===== src/include/spx_params.svh =====
// Constants for the page permission extend leaf
`ifndef SPX_PARAMS_SVH
`define SPX_PARAMS_SVH
`define SPX_LEAF_PERM_EXTEND 32'h0000_0006
`define SPX_DESC_ALIGN_MASK 64'h0000_0000_0000_003F
`define SPX_PAGE_OFS_MASK 64'h0000_0000_0000_0FFF
`define SPX_DESC_WORDS 8
`define SPX_WORD_BYTES 64'h0000_0000_0000_0008
`define SPX_DESC_RSVD_MASK0 64'hFFFF_FFFF_FFFF_00F8
`define SPX_FLAG_R 0
`define SPX_FLAG_W 1
`define SPX_FLAG_X 2
`define SPX_REGULAR_PAGE_TYPE 8'h01
`define SPX_CANON_MSB 47
`define SPX_REG_CTRL 4'h0
`define SPX_REG_STATUS 4'h4
`define SPX_REG_FLT_LO 4'h8
`define SPX_REG_FLT_HI 4'hC
`define SPX_CTRL_RESET 1'h1
`endif


===== src/include/spx_pkg.sv =====
// Types shared by the permission extend leaf logic
`default_nettype none
package spx_pkg;
	typedef enum logic [2:0] {ST_IDLE, ST_DMETA, ST_DREAD, ST_TMETA, ST_LOCK, ST_RECHK, ST_WRITE} spx_state_e;
	typedef enum logic [1:0] {FLT_NONE, FLT_GP, FLT_PF} spx_fault_e;
endpackage
`default_nettype wire


===== src/hw/spx_perm_extend.sv =====
// Execution logic of the page permission extend leaf
// Functional notes
// RQ1: Leaf 06H only ever adds page rights
// RQ2: Outside enclave gives general protection, code zero
// RQ3: Software loads descriptor and target pointers first
// RQ4: Descriptor pointer must be 64-byte aligned
// RQ5: Target pointer must be 4-kilobyte aligned
// RQ6: Both pointers inside enclave linear range
// RQ7: Untranslated address gives page fault there
// RQ8: Descriptor page metadata fully checked, else page fault
// RQ9: Copy descriptor; nonzero reserved gives protection fault
// RQ10: Target metadata checked before concurrency step
// RQ11: Target exclusive against modify leaves; conflict faults
// RQ12: Target metadata rechecked after gaining page
// RQ13: Write without read gives protection fault
// RQ14: New permissions are old OR requested
// RQ15: Segment limit or non-canonical gives protection fault
// RQ16: Operand locked by other thread faults
// RQ17: Flags untouched; faults leave permissions unchanged
//
// Local design decisions: the register addresses and the strobed register port.
`include "spx_params.svh"
`default_nettype none
module spx_perm_extend #(
	parameter int ADDR_W = 64
) (
	// Clock and reset
	input wire logic ref_clk,
	input wire logic rst,
	// Leaf issue from the core
	input wire logic leaf_valid,
	input wire logic [31:0] leaf_sel,
	input wire logic [ADDR_W-1:0] base_operand_reg,
	input wire logic [ADDR_W-1:0] count_operand_reg,
	input wire logic in_enclave,
	input wire logic long_mode,
	input wire logic [31:0] ds_limit,
	input wire logic operand_locked,
	input wire logic [ADDR_W-1:0] range_base,
	input wire logic [ADDR_W-1:0] range_limit,
	input wire logic [ADDR_W-1:0] active_enclave_control,
	// Leaf result
	output logic busy,
	output logic done,
	output logic general_protection_fault,
	output logic page_fault_exception,
	output logic [ADDR_W-1:0] fault_addr,
	// Page metadata map port
	output logic meta_req,
	output logic [ADDR_W-1:0] meta_addr,
	input wire logic meta_rdy,
	input wire logic meta_in_ppc,
	input wire logic meta_valid,
	input wire logic [2:0] meta_rwx,
	input wire logic meta_pending,
	input wire logic changed_pending_bit,
	input wire logic page_bit_a,
	input wire logic [7:0] meta_type,
	input wire logic [ADDR_W-1:0] owner_enclave_ref,
	input wire logic [ADDR_W-1:0] recorded_linear_addr,
	output logic meta_wr,
	output logic [2:0] meta_wr_rwx,
	// Descriptor read port
	output logic mem_req,
	output logic [ADDR_W-1:0] mem_addr,
	input wire logic mem_ack,
	input wire logic [63:0] mem_rdata,
	// Page exclusivity lock
	output logic lock_req,
	output logic lock_excl,
	input wire logic lock_ack,
	input wire logic lock_conflict,
	output logic lock_release,
	// Register port
	input wire logic [3:0] rb_addr,
	input wire logic [31:0] rb_wdata,
	input wire logic rb_we,
	input wire logic rb_re,
	output logic [31:0] rb_rdata
);
	// ********************
	// Helpers
	// ********************
	// Checks common to all metadata lookups; page_bit_a is not rechecked
	function automatic logic meta_ok(input logic chk_page_bit_a);
		meta_ok = meta_in_ppc && meta_valid && !meta_pending && !changed_pending_bit &&
			!(chk_page_bit_a && page_bit_a) && (meta_type == `SPX_REGULAR_PAGE_TYPE) &&
			(owner_enclave_ref == active_enclave_control);
	endfunction
	// Canonical in long mode, segment limit otherwise
	function automatic logic addr_bad(input logic [ADDR_W-1:0] a, input logic [ADDR_W-1:0] last);
		logic [ADDR_W-1:0] e;
		e = a + last;
		if (long_mode) begin
			addr_bad = !((&a[ADDR_W-1:`SPX_CANON_MSB]) || !(|a[ADDR_W-1:`SPX_CANON_MSB]));
		end else begin
			addr_bad = (e[31:0] > ds_limit) || (e[31:0] < a[31:0]);
		end
	endfunction
	function automatic logic in_range(input logic [ADDR_W-1:0] a);
		in_range = (a >= range_base) && (a <= range_limit);
	endfunction

	// ********************
	// Leaf sequencer
	// ********************
	spx_pkg::spx_state_e state_q, state_d;
	logic [ADDR_W-1:0] desc_q, desc_d, tgt_q, tgt_d, maddr_q, maddr_d, faddr_q, faddr_d;
	logic [ADDR_W-1:0] maddr_base;
	logic [63:0] scratch_q [`SPX_DESC_WORDS];
	logic [63:0] scratch_d [`SPX_DESC_WORDS];
	logic [2:0] word_q, word_d, old_q, old_d, new_q, new_d;
	logic done_q, done_d, gp_q, gp_d, pf_q, pf_d;
	logic start, rsvd_bad, desc_meta_ok;
	logic [2:0] req_rwx;
	logic ctrl_en_q, ctrl_en_d;
	spx_pkg::spx_fault_e last_q, last_d;
	logic [15:0] count_q, count_d;
	logic [31:0] rdata_q, rdata_d;

	// Only leaf 06H from the core starts work, and only while enabled
	assign start = (state_q == spx_pkg::ST_IDLE) && leaf_valid && ctrl_en_q &&
		(leaf_sel == `SPX_LEAF_PERM_EXTEND); // RQ1
	// Reserved descriptor content, scanned over the whole copy
	always_comb begin
		rsvd_bad = |(scratch_q[0] & `SPX_DESC_RSVD_MASK0); // RQ9
		for (int i = 1; i < `SPX_DESC_WORDS; i++) begin
			rsvd_bad = rsvd_bad | (|scratch_q[i]); // RQ9
		end
	end
	assign req_rwx = scratch_q[0][`SPX_FLAG_X:`SPX_FLAG_R];
	assign desc_meta_ok = meta_ok(1'b1) && meta_rwx[`SPX_FLAG_R] &&
		(recorded_linear_addr == (desc_q & ~`SPX_PAGE_OFS_MASK)); // RQ8
	assign maddr_base = desc_q & ~`SPX_PAGE_OFS_MASK;

	// Next state; every fault returns to idle before any metadata write
	always_comb begin
		state_d = state_q;
		desc_d = desc_q;
		tgt_d = tgt_q;
		maddr_d = maddr_q;
		faddr_d = faddr_q;
		scratch_d = scratch_q;
		word_d = word_q;
		old_d = old_q;
		new_d = new_q;
		done_d = 1'b0;
		gp_d = 1'b0;
		pf_d = 1'b0;
		unique case (state_q)
			spx_pkg::ST_IDLE: begin
				if (start) begin
					desc_d = base_operand_reg; // RQ3
					tgt_d = count_operand_reg; // RQ3
					faddr_d = '0;
					if (!in_enclave) begin
						gp_d = 1'b1; // RQ2
					end else if (addr_bad(base_operand_reg, `SPX_DESC_ALIGN_MASK) ||
						addr_bad(count_operand_reg, `SPX_PAGE_OFS_MASK)) begin
						gp_d = 1'b1; // RQ15
					end else if (operand_locked) begin
						gp_d = 1'b1; // RQ16
					end else if (|(base_operand_reg & `SPX_DESC_ALIGN_MASK)) begin
						gp_d = 1'b1; // RQ4
					end else if (|(count_operand_reg & `SPX_PAGE_OFS_MASK)) begin
						gp_d = 1'b1; // RQ5
					end else if (!in_range(base_operand_reg) || !in_range(count_operand_reg)) begin
						gp_d = 1'b1; // RQ6
					end else begin
						maddr_d = base_operand_reg;
						state_d = spx_pkg::ST_DMETA;
					end
				end
			end
			spx_pkg::ST_DMETA: begin
				if (meta_rdy) begin
					if (!desc_meta_ok) begin
						pf_d = 1'b1; // RQ7 RQ8
						faddr_d = desc_q;
						state_d = spx_pkg::ST_IDLE;
					end else begin
						word_d = '0;
						maddr_d = desc_q;
						state_d = spx_pkg::ST_DREAD;
					end
				end
			end
			spx_pkg::ST_DREAD: begin
				if (mem_ack) begin
					scratch_d[word_q] = mem_rdata; // RQ9
					word_d = word_q + 3'h1;
					maddr_d = maddr_q + `SPX_WORD_BYTES;
					if (word_q == 3'(`SPX_DESC_WORDS - 1)) begin
						maddr_d = tgt_q;
						state_d = spx_pkg::ST_TMETA;
					end
				end
			end
			spx_pkg::ST_TMETA: begin
				if (rsvd_bad) begin
					gp_d = 1'b1; // RQ9
					state_d = spx_pkg::ST_IDLE;
				end else if (meta_rdy) begin
					if (!meta_ok(1'b1)) begin
						pf_d = 1'b1; // RQ7 RQ10
						faddr_d = tgt_q;
						state_d = spx_pkg::ST_IDLE;
					end else begin
						state_d = spx_pkg::ST_LOCK;
					end
				end
			end
			spx_pkg::ST_LOCK: begin
				if (lock_ack) begin
					if (lock_conflict) begin
						gp_d = 1'b1; // RQ11
						state_d = spx_pkg::ST_IDLE;
					end else begin
						state_d = spx_pkg::ST_RECHK;
					end
				end
			end
			spx_pkg::ST_RECHK: begin
				if (meta_rdy) begin
					old_d = meta_rwx;
					new_d = meta_rwx | req_rwx; // RQ14
					if (!meta_ok(1'b0) || (recorded_linear_addr != tgt_q)) begin
						pf_d = 1'b1; // RQ12
						faddr_d = tgt_q;
						state_d = spx_pkg::ST_IDLE;
					end else if (!meta_rwx[`SPX_FLAG_R] && !req_rwx[`SPX_FLAG_R] &&
						req_rwx[`SPX_FLAG_W]) begin
						gp_d = 1'b1; // RQ13
						state_d = spx_pkg::ST_IDLE;
					end else begin
						state_d = spx_pkg::ST_WRITE;
					end
				end
			end
			spx_pkg::ST_WRITE: begin
				done_d = 1'b1;
				state_d = spx_pkg::ST_IDLE;
			end
		endcase
	end

	// Sequencer registers
	always_ff @(posedge ref_clk or posedge rst) begin
		if (rst) begin
			state_q <= spx_pkg::ST_IDLE;
			desc_q <= '0;
			tgt_q <= '0;
			maddr_q <= '0;
			faddr_q <= '0;
			for (int i = 0; i < `SPX_DESC_WORDS; i++) begin
				scratch_q[i] <= '0;
			end
			word_q <= '0;
			old_q <= '0;
			new_q <= '0;
			done_q <= 1'b0;
			gp_q <= 1'b0;
			pf_q <= 1'b0;
		end else begin
			state_q <= state_d;
			desc_q <= desc_d;
			tgt_q <= tgt_d;
			maddr_q <= maddr_d;
			faddr_q <= faddr_d;
			scratch_q <= scratch_d;
			word_q <= word_d;
			old_q <= old_d;
			new_q <= new_d;
			done_q <= done_d;
			gp_q <= gp_d;
			pf_q <= pf_d;
		end
	end

	// Handshakes; metadata write only in the final step, never after a fault
	assign meta_req = (state_q == spx_pkg::ST_DMETA) || (state_q == spx_pkg::ST_TMETA && !rsvd_bad) ||
		(state_q == spx_pkg::ST_RECHK);
	assign meta_addr = (state_q == spx_pkg::ST_DMETA) ? maddr_base : maddr_q;
	assign mem_req = (state_q == spx_pkg::ST_DREAD);
	assign mem_addr = maddr_q;
	assign lock_req = (state_q == spx_pkg::ST_LOCK);
	assign lock_excl = 1'b1; // RQ11
	assign lock_release = (state_q == spx_pkg::ST_WRITE) ||
		(state_q == spx_pkg::ST_RECHK && meta_rdy && state_d == spx_pkg::ST_IDLE);
	assign meta_wr = (state_q == spx_pkg::ST_WRITE); // RQ17
	assign meta_wr_rwx = new_q; // RQ14
	assign busy = (state_q != spx_pkg::ST_IDLE);
	assign done = done_q;
	assign general_protection_fault = gp_q;
	assign page_fault_exception = pf_q;
	assign fault_addr = faddr_q;

	// ********************
	// Register port
	// ********************
	// Status shows live state; the count helps software see forward progress
	always_comb begin
		ctrl_en_d = ctrl_en_q;
		last_d = last_q;
		count_d = count_q;
		rdata_d = '0;
		if (rb_we && rb_addr == `SPX_REG_CTRL) begin
			ctrl_en_d = rb_wdata[0];
		end
		if (gp_q) begin
			last_d = spx_pkg::FLT_GP;
		end else if (pf_q) begin
			last_d = spx_pkg::FLT_PF;
		end else if (done_q) begin
			last_d = spx_pkg::FLT_NONE;
			count_d = count_q + 16'h0001;
		end
		if (rb_re) begin
			unique case (rb_addr)
				`SPX_REG_CTRL: rdata_d = {31'h0, ctrl_en_q};
				`SPX_REG_STATUS: rdata_d = {count_q, 13'h0, last_q, busy};
				`SPX_REG_FLT_LO: rdata_d = faddr_q[31:0];
				`SPX_REG_FLT_HI: rdata_d = faddr_q[63:32];
				default: rdata_d = '0;
			endcase
		end
	end

	always_ff @(posedge ref_clk or posedge rst) begin
		if (rst) begin
			ctrl_en_q <= `SPX_CTRL_RESET;
			last_q <= spx_pkg::FLT_NONE;
			count_q <= '0;
			rdata_q <= '0;
		end else begin
			ctrl_en_q <= ctrl_en_d;
			last_q <= last_d;
			count_q <= count_d;
			rdata_q <= rdata_d;
		end
	end
	assign rb_rdata = rdata_q;
endmodule
`default_nettype wire


===== config.mk =====
export PLATFORM = sky130hd
export DESIGN_NAME = spx_perm_extend
export DESIGN_NICKNAME = d
export VERILOG_FILES = /design/src/include/spx_pkg.sv /design/src/hw/spx_perm_extend.sv
export VERILOG_INCLUDE_DIRS = /design/src /design/src/include
export SDC_FILE = /design/constraint.sdc
export NUM_CORES = 2
export LEC_CHECK = 0
export BUFFER_PORTS_ARGS = -buffer_cell sky130_fd_sc_hd__buf_2
export CAP_MARGIN = 30
export CORE_UTILIZATION = 25
export DETAILED_ROUTE_END_ITERATION = 6
export PLACE_DENSITY = 0.52
export REMOVE_ABC_BUFFERS = 1
export SLEW_MARGIN = 20
export SYNTH_ARGS = -nofsm -noshare
export SYNTH_HDL_FRONTEND = slang
export SYNTH_SLANG_ARGS = --single-unit
export TNS_END_PERCENT = 1

===== constraint.sdc =====
create_clock -name ref_clk -period 63.6 [get_ports ref_clk]
set_input_delay 3.18 -clock ref_clk [delete_from_list [all_inputs] [get_ports ref_clk]]
set_output_delay 3.18 -clock ref_clk [all_outputs]
set_load 0.01 [all_outputs]

==> flow_summary.toml <==
[sta]
min_period_over_period_pct = 16.2
worstMarginPinSlew_ns = 1.14
setup_viol = 0
clock-skew-final_ns = 0.0675
final_hold_viol_count = 0
finalMaxSlewViolations = 0
finalCriticalPeriod_ns = 10.27
max_freq_mhz = 97.3
tns_ns = 0
relSlewSlack_pct = 23.5
rsz0062_at_grt = "false"

[power]
report.power.total_w = 0.00198
p_per_area_mw_per_mm2 = 33.7
seq_power_share_pct = 41.4
internal-power_w = 0.00127
combPwrFrac_pct = 31.0
switchingPower_w = 0.000712
p_sw_share_pct = 35.9
static-leakage-power_nw = 28.8
clockPowerShare_pct = 27.6
peakVddDrop_mv = 0.0195

[detailed_routing]
drtIter0Drc = 4337
route.detailed.drc = 0
routed_wl_mm = 234
avgViaCountPerCell = 5.25
routed-via-count = 42900
ant_nets = 0
dr.pass1.iters = 6
wire_per_inst_um = 28.6

[synth]
seq_area_frac_synth_pct = 42.7
synth_top_area_cell = "dfrtp_1"
yosys.area_share.xor_xnor_pct = 4.96
synthAdderAreaFrac_pct = 9.30
synthTopCellsByArea = "dfrtp_1 (43%), mux2_2 (14%), ha_1 (9.3%), nand2_1 (5.1%), xnor2_1 (3.7%)"
yosys.area.top_type_share_pct = 42.7
synth_edf_count = 0
netlist_area_sq_mm = 0.0482
synthFlopType = "dfrtp_1"
async_flop_share_pct = 100
synth_compound_area_share_pct = 9.41
synth_top_family_by_area = "simple AND/OR/NAND/NOR gates"
syn_inst = 4731
yosys.area_share.simple_pct = 15.0
yosys_warnings = 0
yosysUniqueCellTypes = 79
yosys_register_bits = 823
syn_area_per_cell_sq_um = 10.2
synth_mux_area_share_pct = 14.9

[clock_tree]
cts_setup_buffers = 0
cts_buffer_depth = 3
cts_htree_levels = 3
cts_tree = "yes"
clock-sinks = 823
ctsRootBufferMaster = "clkbuf_16"
cts.clk_slew.worst_paths_ns = 0.06
cts_buffers = 89
cts_hold_buf = 0
ctsResizeCount = 0
clk_latency_ns = 0.74

[critical_path]
critPathMaxStageDelay_ns = 0.70
worstPathMaxFanout = 37
cp_data_required_time_ns = 64.16
end_kind = "flip-flop"
cp-endpoint = "mem_addr[13]"
r2r-end = "mem_addr[13]"
startpoint = "count_operand_reg[0]"
r2r_start = "desc_q[15]"
worstSetupPathType = "in -> reg"
cp.arrival_ns = 10.83
rr_worst_depth = 11
r2r_setup_slack_ns = 58.83
cpMaxStageDelayCell = "or4_4"
start_kind = "input pin"

[global_routing]
grt_pass1_wl_mm = 319
grt_max_degree = 192
grt_overflow_total = 0
first_global_vias = 41400
grt_usage_pct = 23.2
antenna_found_initial = 66

[finish]
area_growth_pct = 22.0
final_common_cell = "buf_2"
fin_nets = 6550
mostFrequentLayoutCells = "buf_2 (847), dfrtp_1 (822), nand2_1 (655)"
layout-drive-gt1-share_pct = 30.0
post-route-cell-area_sq_mm = 0.0588
n_fill_cell = 20000

[min_path]
min_from = "meta_wr_rwx[2]"
hp-class = "reg -> reg"

[place]
gp_congestion = 1.03
place_hpwl_mm = 185
placed_area_sq_mm = 0.0554
io_buffers = 844

[run_status]
status = "completed"

[die]
initial_core_util_pct = 25.3
die_w_um = 441
core_sq_mm = 0.191
ios = 877
die-area_sq_mm = 0.194
die_h_um = 441
rows = 160

[run]
cap_violations = 0
worst max-delay path, delay by kind of cell:
kind | cells | cell delay, ns
compound gates | 6 | 2.31
simple gates | 10 | 2.86
fa+ha+maj | 3 | 0.71
buf+inv | 5 | 1.28
mux | 1 | 0.38
through the flow:
step / utilization, % / hold WS, ns / worst slack (ns) / std cells
after CTS: 30.7 / 0.473 / 53.39 / 8122
final: 30.8 / 0.471 / 53.33 / 8175
after detailed placement: 29.1 / 0.464 / 52.67 / 7962
after global placement: 29.0 / 0.459 / 52.76 / 7955
after global routing: 30.8 / 0.488 / 53.02 / 8166
after floorplan: - / 0.442 / 37.30 / 4551
power by group through the flow:
| stage | combinational [W] | sequential (W) | clock (W) |
|---|---|---|---|
| 2_1_floorplan | 0.000349 | 0.000794 | 0 |
| 3_3_place_gp | 0.000594 | 0.000819 | 0 |
| 3_5_place_dp | 0.000606 | 0.000827 | 0 |
| 4_1_cts | 0.000609 | 0.000818 | 0.000558 |
| 5_1_grt | 0.000655 | 0.000842 | 0.000576 |
| 6_report | 0.000614 | 0.000821 | 0.000548 |
Yosys cell counts, types with 6 or more instances:
library cell,number
dfrtp_1,822
nand2_1,655
mux2_2,593
o211ai_1,52
clkbuf_1,155
nor2b_1,17
o311ai_0,9
inv_1,284
nor4b_1,7
a21o_1,57
mux2_1,31
buf_1,13
a21oi_1,146
or3_1,18
a22oi_1,86
ha_1,358
nor3_1,58
a2111oi_0,6
buf_2,7
nand3_1,93
o2111ai_1,7
a221o_1,14
and4_1,18
a211oi_1,25
xnor2_1,203
o31ai_1,6
and2_1,28
o21bai_1,6
nand2b_1,9
and3_1,31
nor2_1,154
mux2i_1,15
xor2_1,70
a22o_1,13
a211o_1,9
o21ai_0,156
nor4_1,188
nor3b_1,12
nand4_1,163
a31oi_1,28
or4_1,15
a221oi_1,15
o22ai_1,9
flip-flops by register name, summed over array words and instances (netlist names), 2 cells and up:
signal / flops
scratch_q: 501
req_rwx: 3
meta_wr_rwx: 3
tgt_q: 64
desc_q: 64
mem_addr: 64
word_q: 3
last_q: 2
fault_addr: 64
state_q: 3
count_q: 16
rb_rdata: 32
kinds of logic after synthesis:
group                    after synthesis
AND/OR/NAND/NOR                     1486
flip-flops                           823
AO/OA/AOI/OAI                        687
multiplexers                         639
buffers and inverters                464
adder cells (fa/ha/maj)              358
XOR/XNOR                             273
other                                  1
worst min path at each step:
stage,to,slack [ns],cells past startpoint
final,meta_wr_rwx[2],0.47,2
after global routing,count_q[15],0.49,1
after CTS,count_q[15],0.47,1
after detailed placement,count_q[15],0.46,1
after global placement,count_q[15],0.46,1
after floorplan,count_q[15],0.44,1
final cells by class:
type / instances / area, sq um / area share, %
antenna: 43 / 108 / 0.183
clock buffer: 126 / 2600 / 4.42
clock inverter: 34 / 455 / 0.775
inverter: 284 / 1070 / 1.83
multi-input combinational: 3444 / 25900 / 44.1
sequential: 823 / 20600 / 35.0
tap: 2511 / 3140 / 5.35
timing repair buffer: 910 / 4870 / 8.29
metal layers:
metal  vias to the layer above  routed length, um  GRT usage [%]
met3                       447              25000           6.68
met4                        20              13300           12.3
met2                      2192             102000           35.0
li1                      18800                  -              -
met5                         -                127              0
met1                     21500              93600           29.9
Power figures use the tool's default switching activity.
